### src/inc/psc_params.svh
// Constants for the pipeline select and cache control block
`ifndef PSC_PARAMS_SVH
`define PSC_PARAMS_SVH
// ----------------------------------------------------------------------------
// Register offsets (byte addresses)
// ----------------------------------------------------------------------------
`define PSC_ADDR_CMD        12'h000
`define PSC_ADDR_STATUS     12'h004
`define PSC_ADDR_CTX        12'h008
`define PSC_ADDR_MOCS       12'h00c
`define PSC_ADDR_MOCS_RES   12'h010
`define PSC_ADDR_FUNC       12'h014
`define PSC_ADDR_FUNC_RES   12'h018
`define PSC_ADDR_SCRATCH    12'h01c
// ----------------------------------------------------------------------------
// Command dword fields
// ----------------------------------------------------------------------------
`define PSC_CMD_TYPE        3'h3
`define PSC_CMD_SUBTYPE     2'h1
`define PSC_CMD_OPCODE      3'h1
`define PSC_CMD_SUBOP_SEL   8'h04
`define PSC_CMD_SUBOP_BASE  8'h01
`define PSC_MBZ_ZERO        14'h0000
// ----------------------------------------------------------------------------
// Pipeline codes and function ids
// ----------------------------------------------------------------------------
`define PSC_PIPE_3D         2'h0
`define PSC_PIPE_MEDIA      2'h1
`define PSC_PIPE_GPGPU      2'h2
`define PSC_PIPE_RSVD       2'h3
`define PSC_ID_SPAWNER      4'h7
`define PSC_ID_WINDOWER     4'hf
// ----------------------------------------------------------------------------
// Scratch sizing configurations
// ----------------------------------------------------------------------------
`define PSC_EU_BIG          8'h10
`define PSC_THR_BIG         8'h08
`define PSC_EU_SMALL        8'h06
`define PSC_THR_SMALL       8'h06
`define PSC_N_STAGES        4
`endif

### src/inc/psc_pkg.sv
// Types for the pipeline select and cache control block
package psc_pkg;
  typedef enum logic [1:0] {
    PSC_IDLE  = 2'b00,
    PSC_DRAIN = 2'b01,
    PSC_FREE  = 2'b10,
    PSC_FENCE = 2'b11
  } psc_state_e;
endpackage : psc_pkg

### src/core/psc_func_decode.sv
// Shared and fixed function identifier decoder
`timescale 1ns/100ps
`include "psc_params.svh"
module psc_func_decode (
  input  wire logic       pclk,
  input  wire logic       presetn,
  input  wire logic [3:0] id_in,
  output logic      [3:0] shared_func_q,
  output logic      [3:0] fixed_func_q,
  output logic            shared_res_q,
  output logic            fixed_res_q
);
  // ------------------------------------------------------------------------
  // Registered one-hot-free lookup of both tables
  // ------------------------------------------------------------------------
  always_ff @(posedge pclk or negedge presetn) begin
    if (!presetn) begin
      shared_func_q <= 4'h0;
      fixed_func_q  <= 4'h0;
      shared_res_q  <= 1'b0;
      fixed_res_q   <= 1'b0;
    end else begin
      shared_func_q <= id_in;
      fixed_func_q  <= id_in;
      // Shared codes 1 and C..F are reserved
      shared_res_q  <= (id_in == 4'h1) || (id_in > 4'hb);
      // Fixed codes 1,2,3,6 are reserved; spawner shares 7 in both
      fixed_res_q   <= (id_in == 4'h1) || (id_in == 4'h2) || (id_in == 4'h3) || (id_in == 4'h6);
    end
  end
endmodule : psc_func_decode

### src/core/psc_core.sv
// Pipeline select sequencer, cache control decode and APB registers
`timescale 1ns/100ps
`include "psc_params.svh"
//
// Function
// Forward commands only to active pipeline
// Own return buffer allocation and constant entry
// Select command is one fixed dword
// Select field 0 3D, 1 media, 2 compute
// Reserved select leaves pipe unchanged
// Source avoids wrong-pipe commands
// Pipe change flushes the old pipe
// Stages free only after tasks finish
// Windower frees constant entry, then fences set
// Source flushes before select command
// Selected pipe kept in context state
// Shared function codes decoded, others reserved
// Fixed function codes decoded, others reserved
// Spawner uses code seven in both
// Scratch scales with units times threads
// Object classes take base-address cache control
// Write tag is structure bit OR table
// Tag stored with last-level cache lines
// Bit one forces last-level cacheable
// Bit zero controls level-3 allocation
// Level-3 non-allocating stays coherent
// Base-address command forces full flush
module psc_core (
  input  wire logic        pclk,
  input  wire logic        presetn,
  input  wire logic        psel,
  input  wire logic        penable,
  input  wire logic        pwrite,
  input  wire logic [11:0] paddr,
  input  wire logic [31:0] pwdata,
  output logic      [31:0] prdata,
  output logic             pready,
  output logic             pslverr,
  input  wire logic        cmd_valid,
  input  wire logic [31:0] cmd_data,
  output logic             cmd_ready,
  output logic             pipe3d_valid,
  output logic             pipemedia_valid,
  output logic      [31:0] pipe_cmd_q,
  output logic      [1:0]  active_pipe_q,
  output logic             dealloc_flush_q,
  input  wire logic [3:0]  stage_idle,
  output logic      [3:0]  stage_free_q,
  output logic             const_entry_release_q,
  input  wire logic        entries_freed,
  output logic             fence_program_q,
  output logic      [1:0]  fence_pipe_q,
  output logic             full_flush_q,
  input  wire logic        full_flush_done,
  input  wire logic        mem_write,
  input  wire logic        tt_display_tag,
  input  wire logic        tt_cacheable,
  input  wire logic [1:0]  obj_class,
  output logic             eff_display_tag,
  output logic             llc_cacheable,
  output logic             l3_allocate,
  output logic             l3_coherent
);
  // ------------------------------------------------------------------------
  // Declarations
  // ------------------------------------------------------------------------
  psc_pkg::psc_state_e state_q;
  logic        sel_hit;
  logic        base_hit;
  logic        busy;
  logic        wr_en;
  logic        rd_en;
  logic [1:0]  old_pipe_q;
  logic [1:0]  new_pipe_q;
  logic [3:0]  stage_done_q;
  logic [11:0] mocs_class_q;
  logic [2:0]  mocs_sel;
  logic [3:0]  id_q;
  logic        scratch_small_q;
  logic [3:0]  sh_func;
  logic [3:0]  fx_func;
  logic        sh_res;
  logic        fx_res;
  logic [15:0] scratch_slots;
  logic [31:0] rdata_d;
  logic        cmd_is_pipe;

  // ------------------------------------------------------------------------
  // Command decode
  // ------------------------------------------------------------------------
  // Select dword: type, subtype, opcode, sub-opcode and zero reserved bits
  assign sel_hit  = (cmd_data[31:29] == `PSC_CMD_TYPE) && (cmd_data[28:27] == `PSC_CMD_SUBTYPE)
                 && (cmd_data[26:24] == `PSC_CMD_OPCODE) && (cmd_data[23:16] == `PSC_CMD_SUBOP_SEL)
                 && (cmd_data[15:2] == `PSC_MBZ_ZERO);
  assign base_hit = (cmd_data[31:29] == `PSC_CMD_TYPE) && (cmd_data[28:16] ==
                    {2'h0, `PSC_CMD_OPCODE, `PSC_CMD_SUBOP_BASE});
  assign busy        = (state_q != psc_pkg::PSC_IDLE) || full_flush_q;
  assign cmd_ready   = !busy;
  assign cmd_is_pipe = cmd_valid && cmd_ready && !sel_hit && !base_hit;
  // Forward only to the active pipe; compute work rides the media pipe
  assign pipe3d_valid    = cmd_is_pipe && (active_pipe_q == `PSC_PIPE_3D);
  assign pipemedia_valid = cmd_is_pipe && (active_pipe_q != `PSC_PIPE_3D);

  // Registered copy of the forwarded dword
  always_ff @(posedge pclk or negedge presetn) begin
    if (!presetn) begin
      pipe_cmd_q <= 32'h0000_0000;
    end else if (cmd_is_pipe) begin
      pipe_cmd_q <= cmd_data;
    end
  end

  // ------------------------------------------------------------------------
  // Pipeline switch sequencer
  // ------------------------------------------------------------------------
  // IDLE takes a select; DRAIN waits per stage; FREE waits for all entries;
  // FENCE programs the new pipe's return-buffer fences.
  always_ff @(posedge pclk or negedge presetn) begin
    if (!presetn) begin
      state_q    <= psc_pkg::PSC_IDLE;
      old_pipe_q <= `PSC_PIPE_3D;
      new_pipe_q <= `PSC_PIPE_3D;
    end else begin
      case (state_q)
        psc_pkg::PSC_IDLE: begin
          if (cmd_valid && cmd_ready && sel_hit && (cmd_data[1:0] != `PSC_PIPE_RSVD)
              && (cmd_data[1:0] != active_pipe_q)) begin
            old_pipe_q <= active_pipe_q;
            new_pipe_q <= cmd_data[1:0];
            state_q    <= psc_pkg::PSC_DRAIN;
          end
        end
        psc_pkg::PSC_DRAIN: begin
          if (&stage_done_q) begin
            state_q <= psc_pkg::PSC_FREE;
          end
        end
        psc_pkg::PSC_FREE: begin
          if (entries_freed) begin
            state_q <= psc_pkg::PSC_FENCE;
          end
        end
        psc_pkg::PSC_FENCE: begin
          state_q <= psc_pkg::PSC_IDLE;
        end
        default: begin
          state_q <= psc_pkg::PSC_IDLE;
        end
      endcase
    end
  end

  // Deallocating flush pulse down the old pipe
  always_ff @(posedge pclk or negedge presetn) begin
    if (!presetn) begin
      dealloc_flush_q <= 1'b0;
    end else begin
      dealloc_flush_q <= (state_q == psc_pkg::PSC_IDLE) && cmd_valid && cmd_ready && sel_hit
                      && (cmd_data[1:0] != `PSC_PIPE_RSVD) && (cmd_data[1:0] != active_pipe_q);
    end
  end

  // Per-stage free strobe once that stage has no tasks in flight
  genvar gi;
  generate
    for (gi = 0; gi < `PSC_N_STAGES; gi = gi + 1) begin : g_stage
      always_ff @(posedge pclk or negedge presetn) begin
        if (!presetn) begin
          stage_done_q[gi] <= 1'b0;
          stage_free_q[gi] <= 1'b0;
        end else if (state_q != psc_pkg::PSC_DRAIN) begin
          stage_done_q[gi] <= 1'b0;
          stage_free_q[gi] <= 1'b0;
        end else begin
          stage_free_q[gi] <= !stage_done_q[gi] && stage_idle[gi];
          if (stage_idle[gi]) begin
            stage_done_q[gi] <= 1'b1;
          end
        end
      end
    end
  endgenerate

  // Constant entry release, fence programming and active pipe update
  always_ff @(posedge pclk or negedge presetn) begin
    if (!presetn) begin
      const_entry_release_q <= 1'b0;
      fence_program_q       <= 1'b0;
      fence_pipe_q          <= `PSC_PIPE_3D;
      active_pipe_q         <= `PSC_PIPE_3D;
    end else begin
      const_entry_release_q <= (state_q == psc_pkg::PSC_DRAIN) && (&stage_done_q);
      fence_program_q       <= (state_q == psc_pkg::PSC_FENCE);
      if (state_q == psc_pkg::PSC_FENCE) begin
        fence_pipe_q  <= new_pipe_q;
        active_pipe_q <= new_pipe_q;
      end else if (wr_en && (paddr == `PSC_ADDR_CTX) && !busy
                   && (pwdata[1:0] != `PSC_PIPE_RSVD)) begin
        active_pipe_q <= pwdata[1:0];
      end
    end
  end

  // Full flush on the base-address command, held until the pipes report done
  always_ff @(posedge pclk or negedge presetn) begin
    if (!presetn) begin
      full_flush_q <= 1'b0;
    end else if (cmd_valid && cmd_ready && base_hit) begin
      full_flush_q <= 1'b1;
    end else if (full_flush_done) begin
      full_flush_q <= 1'b0;
    end
  end

  // ------------------------------------------------------------------------
  // Memory object cache control
  // ------------------------------------------------------------------------
  // Objects without own surface state use the per-class field
  assign mocs_sel        = mocs_class_q[obj_class*3 +: 3];
  assign eff_display_tag = mem_write && (mocs_sel[2] || tt_display_tag);
  assign llc_cacheable   = mocs_sel[1] ? 1'b1 : tt_cacheable;
  assign l3_allocate     = mocs_sel[0];
  assign l3_coherent     = 1'b1;

  // ------------------------------------------------------------------------
  // Function id decode
  // ------------------------------------------------------------------------
  psc_func_decode u_func (
    .pclk          (pclk),
    .presetn       (presetn),
    .id_in         (id_q),
    .shared_func_q (sh_func),
    .fixed_func_q  (fx_func),
    .shared_res_q  (sh_res),
    .fixed_res_q   (fx_res)
  );

  // Scratch slots = units times threads for the chosen configuration
  assign scratch_slots = scratch_small_q ? (16'(`PSC_EU_SMALL) * 16'(`PSC_THR_SMALL))
                                         : (16'(`PSC_EU_BIG) * 16'(`PSC_THR_BIG));

  // ------------------------------------------------------------------------
  // APB slave
  // ------------------------------------------------------------------------
  assign pready  = 1'b1;
  assign wr_en   = psel && penable && pwrite;
  assign rd_en   = psel && !penable && !pwrite;
  assign pslverr = 1'b0;

  // Writable registers
  always_ff @(posedge pclk or negedge presetn) begin
    if (!presetn) begin
      mocs_class_q    <= 12'h000;
      id_q            <= 4'h0;
      scratch_small_q <= 1'b0;
    end else if (wr_en) begin
      if (paddr == `PSC_ADDR_MOCS) begin
        mocs_class_q <= pwdata[11:0];
      end
      if (paddr == `PSC_ADDR_FUNC) begin
        id_q <= pwdata[3:0];
      end
      if (paddr == `PSC_ADDR_SCRATCH) begin
        scratch_small_q <= pwdata[16];
      end
    end
  end

  // Read mux; unmapped addresses read zero
  always_comb begin
    rdata_d = 32'h0000_0000;
    case (paddr)
      `PSC_ADDR_STATUS:   rdata_d = {24'h0, full_flush_q, 1'b0, state_q, old_pipe_q, active_pipe_q};
      `PSC_ADDR_CTX:      rdata_d = {30'h0, active_pipe_q};
      `PSC_ADDR_MOCS:     rdata_d = {20'h0, mocs_class_q};
      `PSC_ADDR_MOCS_RES: rdata_d = {29'h0, eff_display_tag, llc_cacheable, l3_allocate};
      `PSC_ADDR_FUNC:     rdata_d = {28'h0, id_q};
      `PSC_ADDR_FUNC_RES: rdata_d = {22'h0, sh_res, fx_res, fx_func, sh_func};
      `PSC_ADDR_SCRATCH:  rdata_d = {15'h0, scratch_small_q, scratch_slots};
      default:            rdata_d = 32'h0000_0000;
    endcase
  end

  // Read data captured in the setup phase
  always_ff @(posedge pclk or negedge presetn) begin
    if (!presetn) begin
      prdata <= 32'h0000_0000;
    end else if (rd_en) begin
      prdata <= rdata_d;
    end
  end
endmodule : psc_core

### config.mk
export PLATFORM = sky130hd
export DESIGN_NAME = psc_core
export DESIGN_NICKNAME = d
export VERILOG_FILES = /design/src/inc/psc_pkg.sv /design/src/core/psc_func_decode.sv /design/src/core/psc_core.sv
export VERILOG_INCLUDE_DIRS = /design/src /design/src/inc
export SDC_FILE = /design/constraint.sdc
export NUM_CORES = 1
export LEC_CHECK = 0
export ABC_CLOCK_PERIOD_IN_PS = 3700
export BUFFER_PORTS_ARGS = -buffer_cell sky130_fd_sc_hd__buf_2
export CORE_ASPECT_RATIO = 0.7
export CORE_MARGIN = 2
export CORE_UTILIZATION = 49
export CTS_BUF_LIST = sky130_fd_sc_hd__clkbuf_8
export CTS_CLUSTER_DIAMETER = 40
export DETAILED_ROUTE_END_ITERATION = 7
export PLACE_DENSITY = 0.93
export SLEW_MARGIN = 20
export SYNTH_ARGS = -nofsm -noshare
export SYNTH_HDL_FRONTEND = slang
export SYNTH_SLANG_ARGS = --single-unit
### constraint.sdc
create_clock -name pclk -period 3.7 [get_ports pclk]
set_input_delay 0.37 -clock pclk [delete_from_list [all_inputs] [get_ports pclk]]
set_output_delay 0.37 -clock pclk [all_outputs]
set_load 0.01 [all_outputs]
# Word-level counts from Yosys, hierarchy flattened
# Cells that the tools add are included.
[op_classes] eq_ne=26 n_reduce_logical=64 n_lt_le_gt_ge=1 muxes=23 shifts=1 mul=1
[op_table] cell="case mux 17 bit (7 select lines)" n=1
[op_table] cell="== test 12 x 5 -> 1 bit (second input constant)" n=4
[op_table] cell="logical AND 1 bit" n=32
[op_table] cell="== test 12 x 4 -> 1 bit (second input constant)" n=2
[op_table] cell="nonzero test 2 bit" n=8
[op_table] cell="two-way mux 1 bit" n=15
[op_table] cell="zero test 14 bit" n=1
[op_table] cell="== test 13 x 9 -> 1 bit (second input constant)" n=1
[op_table] cell="== test 12 x 3 -> 1 bit (second input constant)" n=1
[op_table] cell="indexed part select 12 x 5 -> 3 bit" n=1
[op_table] cell="two-way mux 2 bit" n=5
[op_table] cell="!= test 2 bit (second input constant)" n=5
[op_table] cell="zero test 1 bit" n=9
[op_table] cell="== test 4 x 2 -> 1 bit (second input constant)" n=2
[op_table] cell="== test 8 x 3 -> 1 bit (second input constant)" n=1
[op_table] cell="two-way mux 8 bit" n=1
[op_table] cell="case mux 2 bit (4 select lines)" n=1
[op_table] cell="AND reduction 2 bit" n=4
[op_table] cell="logical OR 1 bit" n=6
[op_table] cell="== test 2 x 1 -> 1 bit (second input constant)" n=2
[op_table] cell="== test 2 bit (second input constant)" n=2
[op_table] cell="== test 4 x 1 -> 1 bit (second input constant)" n=1
[op_table] cell="== test 4 x 3 -> 1 bit (second input constant)" n=1
[op_table] cell="> comparator 4 bit (second input constant)" n=1
[op_table] cell="8 further kinds" n=9
[word_totals] out_inout_bits=85 word_cells=141 reg_bits=109

# Depth between registers and ports, before layout
# Gate-level depths: netlist of the first run.
[depth] ltp_word=10 mapped_depth=8 mapped_depth_nobuf=7

# Cells and area by module
# Synthesis of the first run repeated with hierarchy kept, for this count alone.
[hier_totals] cells_unflattened=377 hier_area_um2=4331.7
[by_module_without_submodules] mod="psc_core" cells_per_inst=363 instances=1 seq_area_each_um2=2102.0 area_per_inst_um2=4117.7
[by_module_without_submodules] mod="psc_func_decode" cells_per_inst=14 instances=1 seq_area_each_um2=150.1 area_per_inst_um2=214.0

# Worst setup path after synthesis of the first run
# OpenSTA, ideal clock, no wires.
[synth_path] path_kind="flip-flop to flip-flop" from="register state_q[0]" to="register state_q[1]" stages_incl_launch_ff=9 setup_slack_ns=1.155 t_arrival_ns=2.414 period_less_slack_ns=2.545 setup_time_ns=0.131 cell_sequence="dfrtp_1 > inv_1 > ha_1 > and3b_1 > buf_6 > or4b_1 > a2111o_1 > and3_1 > or3_1"
[synth_between] elab_chain_cells=9
[synth_lines] item="start: declaration" line="psc_core.sv:67" rtl="psc_pkg::psc_state_e state_q;"
[synth_lines] item="start signal: assignment" line="psc_core.sv:120" rtl="state_q <= psc_pkg::PSC_IDLE;"
[synth_lines] item="start signal: assignment" line="psc_core.sv:130" rtl="state_q <= psc_pkg::PSC_DRAIN;"
[synth_lines] item="start signal: assignment" line="psc_core.sv:135" rtl="state_q <= psc_pkg::PSC_FREE;"
[synth_lines] item="nonzero test 2 bit" line="psc_core.sv:97" rtl="assign busy = (state_q != psc_pkg::PSC_IDLE) || full_flush_q;"
[synth_lines] item="logical OR 1 bit" line="psc_core.sv:97"
[synth_lines] item="zero test 1 bit" line="psc_core.sv:98" rtl="assign cmd_ready = !busy;"
[synth_lines] item="logical AND 1 bit (4 in series)" line="psc_core.sv:126" rtl="if (cmd_valid && cmd_ready && sel_hit && (cmd_data[1:0] != `PSC_PIPE_RSVD)"
[synth_lines] item="!= test 2 bit (no source line)"
[synth_lines] item="AND reduction 3 bit (no source line)"
# Several ways; a longest one is shown, not always the timed one.
# A chain may end at the register's enable or synchronous reset.

# Final worst setup path of the first run
# Same ends and word-level chain as after synthesis.

==> reports/summary.txt, run 1 <==
commonest cells after routing, fill and taps aside: buf_2 (135), dfrtp_1 (90), mux2_2 (47)
fill count: 644
Synth Area in XOR/XNOR: 0%
reg2reg setup slack: 0.74 ns
final worst slack: 0.7443 ns
Synth Cell Area: 4180 µm²
ys flop type: dfrtp_1
max_cap viols: 0
core area: 8373 µm²
status: complete, no violations
CTS root buffer: clkbuf_8
Die Footprint: 9297 µm²
mux share of post-synthesis cell area: 16.25%
antenna viol nets, final: 0
Synth area leader: dfrtp_1
Pwr Total: 2.085 mW
Crit-path slowest cell: a2111o_1
GR Layer Usage met3: 6.567%
reg2reg end: state_q[1]$_DFFE_PN0P_
via count: 3387
Adder-Cell Fraction of Synth Area: 1.497%
dominant cells by area after synthesis: dfrtp_1 (54%), mux2_2 (13%), buf_4 (4.0%), nand2_1 (2.3%), mux4_2 (2.2%)
Worst Setup EP: state_q[1]$_DFFE_PN0P_
grt met2 use: 36.09%
Max Clock Skew: 0.01110 ns
Clock Tree Buf Depth: 2
slowest stage delay, CP: 0.53 ns
Die H: 81.28 µm
largest net degree at the start of global routing: 91
Peak VDD IR: 207.5 µV
unrepaired setup endpoints after global routing: no
vias in the first global route: 3262
Compound-Gate Fraction of Synth Area: 9.398%
Hold Crit Class: primary input to asynchronous set/reset pin
placement-stage cell area: 4880 µm²
worst-path fanout max: 10
Synth Register Bits: 90
Multi-input gate area: 1760 µm²
number of flops mapped to enable cells by yosys: 0
worst skew pair latency: 0.37 ns
Reg clk slew, reported paths: 0.09 ns
Cells after Synth: 357
First-pass DRT Iterations: 5
simple-gate share of the synthesized area: 12.90%
fin crit share: 79.88%
sequential cell area: 2252 µm²
Yosys top cell area share: 53.88%
CP cell instances: inv_1, ha_1, and3b_1, or4b_1, a2111o_1, and3_1, or3_1
hpwl dp: 7897 µm
clk sinks: 90
Crit Path Category: flip-flop to flip-flop
setup TNS: 0 ns
FF-to-FF path depth: 7
Rel. slew slack: 45.91%
GR peak layer: met2
worst r2r src: state_q[0]$_DFFE_PN0P_
most common cell after layout, fill and taps aside: buf_2
fin crit period: 2.956 ns
CP Data Required Time: 3.95 ns
Starting Density: 49.93%
antenna violations before repair: 1
total number of yosys warnings: 0
via/cell ratio: 5.608
# H-tree levels: 3
# setup viols final: 0
met1 Use GR: 29.21%
# Post-CTS Setup Buffers: 0
Avg Cell Area, Syn: 11.71 µm²
Final Cell Area: 5126 µm²
number of nets in the layout: 592
Total Wirelength: 10360 µm
CTS tree: yes
Overflow after GRT: 0
hold_buf cts: 0
# resized after CTS: 0
global-route wire length before repair: 15900 µm
Setup crit end kind: flip-flop
Num CTS Buffers: 9
Pwr Density: 406.8 nW/µm²
DRT iter0 DRCs: 353
fraction of registers with async set/reset: 100.0%
WP data arrival: 3.21 ns
gpl congestion: 0.9211
DRC: 0
share of cells above drive strength 1: 41.77%
CP Launch Type: flip-flop
main combinational cell family by area after synthesis: multiplexers
worst slew pin tran: 0.8114 ns
all-layer global routing usage: 22.53%
Die W: 114.4 µm
fin. max-slew vios: 0
I/O Pins: 178
standard-cell rows: 28
origin of the worst setup path: state_q[0]$_DFFE_PN0P_
Place WS: 0.7682 ns
Leakage Power: 2.546 nW
register area share after synthesis: 53.88%
Area Overhead vs Synth: 22.63%
f_max: 0.3383 GHz
DR WL/cell: 17.15 µm
distinct cell type count after synthesis: 49
port bufs: 136
Final Hold Vio Count: 0
## flip-flops by register name, indices dropped and copies added (netlist names), 2 cells and up
name	count
active_pipe_q	2
fence_pipe_q	2
id_q	4
mocs_class_q	12
new_pipe_q	2
old_pipe_q	2
pipe_cmd_q	32
prdata	13
stage_done_q	4
stage_free_q	4
state_q	2
u_func.shared_func_q	4
## cell type report
type / count / area share [%]
multi-input combinational: 246 / 34.34
inverter: 8 / 0.5858
sequential: 90 / 43.93
tap: 105 / 2.563
clock buffer: 10 / 2.685
clock inverter: 5 / 2.001
timing repair buffer: 139 / 13.84
antenna: 1 / 0.04882
## synthesized netlist by cell type, types with 3 or more instances
library cell  number
clkbuf_1           8
nand4_1            3
nor2_1            24
a221oi_1           5
nor3b_1            6
nand3_1            7
nor4_1             6
nand2_1           26
mux4_2             4
ha_1               5
nor3_1             8
mux2i_1            6
dfrtp_1           90
and3_1             3
a21oi_1           10
inv_1              7
a22o_1            10
buf_4             22
o21ai_0           14
nor2b_1            9
mux2_2            47
a22oi_1            3
## through the flow
step | utilization, % | hold slack (ns) | cells
after global routing | 61.22 | 0.1357 | 604
after floorplan | - | 0.07441 | 377
after global placement | 58.28 | 0.4366 | 588
after detailed placement | 58.28 | 0.4482 | 588
final | 61.22 | 0.04932 | 604
after CTS | 61.15 | 0.1616 | 603
## where the power goes
group	internal, mW	switching (mW)	leakage [nW]
sequential	1.02	0.0204	1.17
combinational	0.105	0.131	1.26
clock	0.462	0.344	0.118
total	1.59	0.495	2.55
## worst min-delay path by stage
stage	depth (start not counted)	start	end
final	1	presetn	prdata[16]$_DFFE_PN0P_
after global routing	1	presetn	pipe_cmd_q[16]$_DFFE_PN0P_
after CTS	2	full_flush_done	full_flush_q$_DFFE_PN0P_
after detailed placement	1	stage_done_q[3]$_DFFE_PN0P_	stage_free_q[3]$_DFF_PN0_
after global placement	0	id_q[2]$_DFFE_PN0P_	u_func.shared_func_q[2]$_DFF_PN0_
after floorplan	0	presetn	active_pipe_q[0]$_DFFE_PN0P_
## worst max-delay path, delay by kind of cell, from the launching register on
| kind | cells | cell delay, ns |
|---|---|---|
| compound gates | 1 | 0.53 |
| fa+ha+maj | 1 | 0.26 |
| buf+inv | 1 | 0.16 |
| flops | 1 | 0.44 |
| simple gates | 4 | 1.45 |
## cells by family (layout without fill, tap and decap cells)
group                    after synthesis  in the layout
AND/OR/NAND/NOR                      105            105
other                                  2             23
flip-flops                            90             90
multiplexers                          57             57
adder cells (fa/ha/maj)                5              5
AO/OA/AOI/OAI                         57             57
buffers and inverters                 41            162
## layer usage
| layer | vias to the layer above | wire length [µm] |
|---|---|---|
| met5 | - | 0 |
| met4 | 0 | 289 |
| met3 | 28 | 909 |
| met2 | 187 | 4997 |
| met1 | 1656 | 4162 |
| li1 | 1516 | - |
No activity file was read; power rests on OpenSTA's default activity.
==> run 2: changes to the inputs <==
- ABC_CLOCK_PERIOD_IN_PS: 3700 -> 2400
- CORE_UTILIZATION: 49 -> 45
- PLACE_DENSITY: 0.93 -> 0.9
- clock period: 3.7 -> 2.4 ns (I/O delays scaled with it)
==> run 2 against run 1 <==
  * Routed wire length shrank 0.92%
  * Register-to-register slack lost 0.63 ns
  * Combinational power grew 59%
  * Worst setup slack lost 0.63 ns
  * Critical path depth is the same
  * Total power grew 47%
  * Maximum frequency grew 30%
  * Highest routed layer unchanged
  * Cell count grew 5.3%
  * Die area grew 8.5%
  * Clock power grew 33%
==> reports/summary.txt, run 2 (same netlist as run 1, synthesis figures left out) <==
status: complete, no violations
Hold Crit Class: primary input to flip-flop
Reg clk slew, reported paths: 0.09 ns (about the same)
First-pass DRT Iterations: 4 (-1)
Die Footprint: 10090 µm² (+8.5%)
switching share of total power: 26.41% (+2.7 points)
Area Overhead vs Synth: 25.98%
CTS tree: yes
Num CTS Buffers: 9 (unchanged)
Crit Path Category: flip-flop to flip-flop
Peak VDD IR: 441.0 µV (+110%)
met1 Use GR: 29.02% (-0.19 points)
share of cells above drive strength 1: 44.23% (+2.5 points)
gpl congestion: 0.9140 (-0.77%)
largest net degree at the start of global routing: 68 (-25%)
Die W: 119.2 µm (+4.2%)
Clock Tree Buf Depth: 2 (unchanged)
combinational share of power: 12.3% (+1.0 points)
DRC: 0 (unchanged)
grt met2 use: 33.59% (-2.5 points)
Final Hold Vio Count: 0 (unchanged)
standard-cell rows: 29 (+3.6%)
max_cap viols: 0 (unchanged)
reg2reg setup slack: 0.12 ns (-0.63 ns)
# setup viols final: 0 (unchanged)
I/O Pins: 178 (unchanged)
commonest cells after routing, fill and taps aside: buf_2 (135), dfrtp_1 (88), mux2_2 (47)
Rel. slew slack: 59.66% (+14 points)
switching power: 0.8080 mW (+63%)
Overflow after GRT: 0 (unchanged)
worst-path fanout max: 6 (-4)
antenna viol nets, final: 0 (unchanged)
number of nets in the layout: 604 (+2.0%)
CP Data Required Time: 2.64 ns (-1.31 ns)
clk sinks: 90 (unchanged)
FF-to-FF path depth: 7 (unchanged)
GR Layer Usage met3: 5.095% (-1.5 points)
# H-tree levels: 3 (unchanged)
most common cell after layout, fill and taps aside: buf_2
unrepaired setup endpoints after global routing: no
Clk pwr share: 35.1% (-3.6 points)
via count: 3299 (-2.6%)
vias in the first global route: 3353 (+2.8%)
antenna violations before repair: 1 (unchanged)
fin crit share: 95.03% (+15 points)
CP Launch Type: flip-flop
reg2reg end: state_q[1]$_DFFE_PN0P_
Hold Startpoint: full_flush_done
Seq pwr share: 52.6% (+2.6 points)
worst skew pair latency: 0.36 ns (about the same)
setup TNS: 0 ns (unchanged)
all-layer global routing usage: 21.23% (-1.3 points)
origin of the worst setup path: state_q[1]$_DFFE_PN0P_
max reg flops: 32 (unchanged)
via/cell ratio: 5.187 (-7.5%)
fin. max-slew vios: 0 (unchanged)
GR peak layer: met2
worst r2r src: state_q[1]$_DFFE_PN0P_
CTS root buffer: clkbuf_8
fin crit period: 2.281 ns (-0.6750 ns)
final worst slack: 0.1193 ns (-0.6250 ns)
DR WL/cell: 16.14 µm (-5.9%)
placement-stage cell area: 5001 µm² (+2.5%)
Starting Density: 46.27% (-3.7 points)
hpwl dp: 8045 µm (+1.9%)
Largest regs: pipe_cmd_q (32), prdata (13), mocs_class_q (12)
Max Clock Skew: 0.01059 ns (-0.0005100 ns)
DRT iter0 DRCs: 220 (-38%)
Pwr Total: 3.059 mW (+47%)
Top reg by flops: pipe_cmd_q
Pint: 2.251 mW (+42%)
Worst Setup EP: state_q[1]$_DFFE_PN0P_
WP data arrival: 2.52 ns (-0.69 ns)
Pwr Density: 580.9 nW/µm² (+43%)
worst slew pin tran: 0.5975 ns (-0.2139 ns)
fill count: 778 (+21%)
Leakage Power: 2.605 nW (+2.3%)
core area: 9035 µm² (+7.9%)
port bufs: 136 (unchanged)
global-route wire length before repair: 16590 µm (+4.3%)
Die H: 84.64 µm (+4.1%)
Total Wirelength: 10260 µm (-0.92%)
Setup crit end kind: flip-flop
Final Cell Area: 5266 µm² (+2.7%)
Place WS: 0.09212 ns (-0.6761 ns)
f_max: 0.4385 GHz (+30%)
## run 2: worst max-delay path: stages (launching register included)
cell	delay, ns
dfrtp_2	0.44
inv_2	0.11
ha_4	0.16
and3b_1	0.19
or4b_1	0.46
a2111o_1	0.38
and3_1	0.14
or3_1	0.29
## run 2: worst min path at each step
stage	to	slack, ns	depth (start not counted)
floorplan	active_pipe_q[0]$_DFFE_PN0P_	-0.06	0
global placement	prdata[16]$_DFFE_PN0P_	0.15	1
detailed placement	prdata[2]$_DFFE_PN0P_	0.16	1
CTS	full_flush_q$_DFFE_PN0P_	0.04	2
global route	full_flush_q$_DFFE_PN0P_	0.04	2
finish	full_flush_q$_DFFE_PN0P_	0.06	2
## run 2: timing repair
item / in CTS / in global routing
endpoints found under the setup margin: 0 / 5
resized for setup: 0 / 5
buffers inserted: 0 / 4
endpoints found under the hold margin: 23 / 0
hold buffers: 1 / 0
## run 2: layout make-up
| class | count | area, µm² | area share (%) |
|---|---|---|---|
| diodes | 1 | 2.502 | 0.04752 |
| clock buffers | 9 | 123.9 | 2.352 |
| clock inverters | 7 | 85.08 | 1.616 |
| inverters | 8 | 32.53 | 0.6177 |
| multi-input cells | 246 | 1785 | 33.90 |
| flip-flops and latches | 90 | 2255 | 42.81 |
| well taps | 124 | 155.1 | 2.946 |
| repair buffers | 151 | 827.0 | 15.70 |
## run 2: power by group through the flow
stage	Sequential [mW]	Combinational, mW	Clock (mW)
floorplan	1.67	0.164	0
finish	1.61	0.376	1.07
global placement	1.63	0.363	0
CTS	1.61	0.378	1.10
global route	1.62	0.412	1.17
detailed placement	1.64	0.377	0
## run 2: layer usage
layer	up-vias	share of wire, %
met1	1615	46
met3	13	5.8
met2	116	47
met5	-	0
met4	0	1.4
li1	1555	-
## run 2: per-stage QoR
stage	hold WS, ns	util [%]	cells
final	0.06265	58.29	636
after detailed placement	0.1575	55.35	614
after global routing	0.04082	58.29	636
after global placement	0.1514	55.35	614
after floorplan	-0.05559	-	377
after CTS	0.03984	57.78	631
==> run 3: changes to the inputs <==
- PLACE_DENSITY: 0.9 -> 0.79
- REMOVE_ABC_BUFFERS: unset -> 1
==> run 3 against run 2 <==
  * Die area unchanged
  * Maximum frequency shrank 1.3%
  * Clock skew shrank 0.0019 ns
  * Design area fell by 1.6%
  * Largest power group unchanged
==> reports/summary.txt, run 3 (same netlist as run 1, synthesis figures left out) <==
vias in the first global route: 3281 (-2.1%)
Pwr Density: 566.7 nW/µm² (-2.4%)
CTS tree: yes
First-pass DRT Iterations: 5 (+1)
share of cells above drive strength 1: 42.60% (-1.6 points)
clk sinks: 90 (unchanged)
Leakage Power: 2.578 nW (-1.0%)
Top delay family on crit path: simple AND/OR/NAND/NOR gates
CP cell instances: inv_2, ha_1, and3b_1, or4b_1, a2111o_1, and3_1, or3_1
worst r2r src: state_q[1]$_DFFE_PN0P_
Largest regs: pipe_cmd_q (32), prdata (13), mocs_class_q (12)
switching power: 0.7279 mW (-9.9%)
Rel. slew slack: 58.25% (-1.4 points)
via/cell ratio: 5.149 (-0.74%)
# H-tree levels: 3 (unchanged)
Place WS: 0.06888 ns (-0.02325 ns)
# setup viols final: 0 (unchanged)
Multi-input gate area: 1760 µm² (-1.4%)
met2 WL post-DR: 4676 µm (-3.4%)
Crit Path Category: flip-flop to flip-flop
number of nets in the layout: 602 (-0.33%)
largest net degree at the start of global routing: 43 (-37%)
reg2reg setup slack: 0.09 ns (-0.03 ns)
Die W: 119.2 µm (unchanged)
combinational share of power: 12.6% (+0.3 points)
hpwl dp: 7767 µm (-3.5%)
fin. max-slew vios: 0 (unchanged)
antenna violations before repair: 0 (-1)
standard-cell rows: 29 (unchanged)
final worst slack: 0.09008 ns (-0.02922 ns)
Area Overhead vs Synth: 23.92%
reg2reg end: state_q[1]$_DFFE_PN0P_
worst slew pin tran: 0.6184 ns (+0.02096 ns)
max_cap viols: 0 (unchanged)
fill count: 793 (+1.9%)
global-route wire length before repair: 16480 µm (-0.71%)
crit path buf inv count: 1 (unchanged)
gpl congestion: 0.9175 (+0.38%)
Hold Startpoint: full_flush_done
CP Launch Type: flip-flop
Worst Hold Depth: 2 (unchanged)
core area: 9035 µm² (unchanged)
Overflow after GRT: 0 (unchanged)
Ant. Diodes: 0 (-1)
f_max: 0.4329 GHz (-1.3%)
Setup crit end kind: flip-flop
slowest stage delay, CP: 0.45 ns (about the same)
met3 wire length: 599 µm (+1.0%)
setup TNS: 0 ns (unchanged)
via count: 3249 (-1.5%)
worst skew pair latency: 0.35 ns (about the same)
Pint: 2.207 mW (-1.9%)
Final Hold Vio Count: 0 (unchanged)
antenna viol nets, final: 0 (unchanged)
Die Footprint: 10090 µm² (unchanged)
unrepaired setup endpoints after global routing: no
Reg clk slew, reported paths: 0.08 ns (about the same)
I/O Pins: 178 (unchanged)
commonest cells after routing, fill and taps aside: buf_2 (135), dfrtp_1 (90), mux2_2 (47)
Die H: 84.64 µm (unchanged)
fin crit period: 2.310 ns (+0.02922 ns)
worst-path fanout max: 4 (-2)
CTS root buffer: clkbuf_8
Max Clock Skew: 0.008679 ns (-0.001912 ns)
DRT iter0 DRCs: 198 (-10%)
CP Data Required Time: 2.63 ns (about the same)
# Post-CTS Setup Buffers: 0 (unchanged)
Num CTS Buffers: 9 (unchanged)
fin crit share: 96.25% (+1.2 points)
port bufs: 136 (unchanged)
Peak VDD IR: 318.1 µV (-28%)
Clk pwr share: 32.6% (-2.5 points)
Total Wirelength: 9961 µm (-3.0%)
Crit-path slowest cell: or4b_1
DRC: 0 (unchanged)
status: complete, no violations
final core occ: 57.33% (-0.96 points)
Starting Density: 46.27% (unchanged)
Seq pwr share: 54.8% (+2.2 points)
hold path endpoint: full_flush_q$_DFFE_PN0P_
switching share of total power: 24.80% (-1.6 points)
sequential cell area: 2252 µm² (-0.11%)
all-layer global routing usage: 20.79% (-0.43 points)
max reg flops: 32 (unchanged)
DR top layer: met4
Hold Crit Class: primary input to flip-flop
Clock Tree Buf Depth: 2 (unchanged)
most common cell after layout, fill and taps aside: buf_2
Top reg by flops: pipe_cmd_q
M1 wire length: 4598 µm (-1.8%)
WP data arrival: 2.54 ns (+0.02 ns)
DR WL/cell: 15.79 µm (-2.2%)
FF-to-FF path depth: 7 (unchanged)
run 3: worst max path at each step:
| stage | cells past startpoint | from | slack (ns) | end |
|---|---|---|---|---|
| floorplan | 5 | cmd_data[5] | -0.38 | pipe_cmd_q[0]$_DFFE_PN0P_ |
| global placement | 7 | state_q[0]$_DFFE_PN0P_ | 0.14 | state_q[1]$_DFFE_PN0P_ |
| detailed placement | 7 | state_q[1]$_DFFE_PN0P_ | 0.07 | state_q[1]$_DFFE_PN0P_ |
| CTS | 7 | state_q[0]$_DFFE_PN0P_ | 0.05 | state_q[1]$_DFFE_PN0P_ |
| global route | 7 | state_q[0]$_DFFE_PN0P_ | 0.003 | state_q[1]$_DFFE_PN0P_ |
| finish | 7 | state_q[1]$_DFFE_PN0P_ | 0.09 | state_q[1]$_DFFE_PN0P_ |
run 3: routing by layer:
metal,vias to the layer above,GRT usage [%]
li1,1543,-
met4,0,5.844
met5,-,0
met3,6,5.435
met2,108,32.65
met1,1592,28.77
run 3: cell type report:
| class | count | share of cell area (%) |
|---|---|---|
| Inverter | 8 | 0.5797 |
| Sequential cell | 90 | 43.48 |
| Multi-Input combinational cell | 246 | 33.99 |
| Tap cell | 124 | 2.995 |
| Clock inverter | 5 | 0.9662 |
| Clock buffer | 9 | 2.391 |
| Timing Repair Buffer | 149 | 15.60 |
run 3: power by group through the flow:
stage / logic [mW] / registers [mW] / clock network (mW)
floorplan: 0.126 / 1.67 / 0
global placement: 0.360 / 1.63 / 0
detailed placement: 0.371 / 1.64 / 0
CTS: 0.373 / 1.61 / 0.999
global route: 0.405 / 1.62 / 1.06
finish: 0.369 / 1.61 / 0.958
run 3: repair_timing:
action                                  in CTS  in global routing
gates resized for setup                      0                  2
endpoints found under the setup margin       0                  2
hold buffers                                 1                  0
endpoints found under the hold margin       40                  0
run 3: metrics by stage:
step | hold slack [ns] | instance area, µm² | instances | power [mW]
floorplan | -0.05559 | 4039 | 344 | 1.794
global placement | 0.2554 | 4996 | 616 | 1.994
detailed placement | 0.2663 | 4996 | 616 | 2.010
CTS | 0.05062 | 5180 | 631 | 2.981
global route | 0.05751 | 5180 | 631 | 3.084
finish | 0.07503 | 5180 | 631 | 2.935
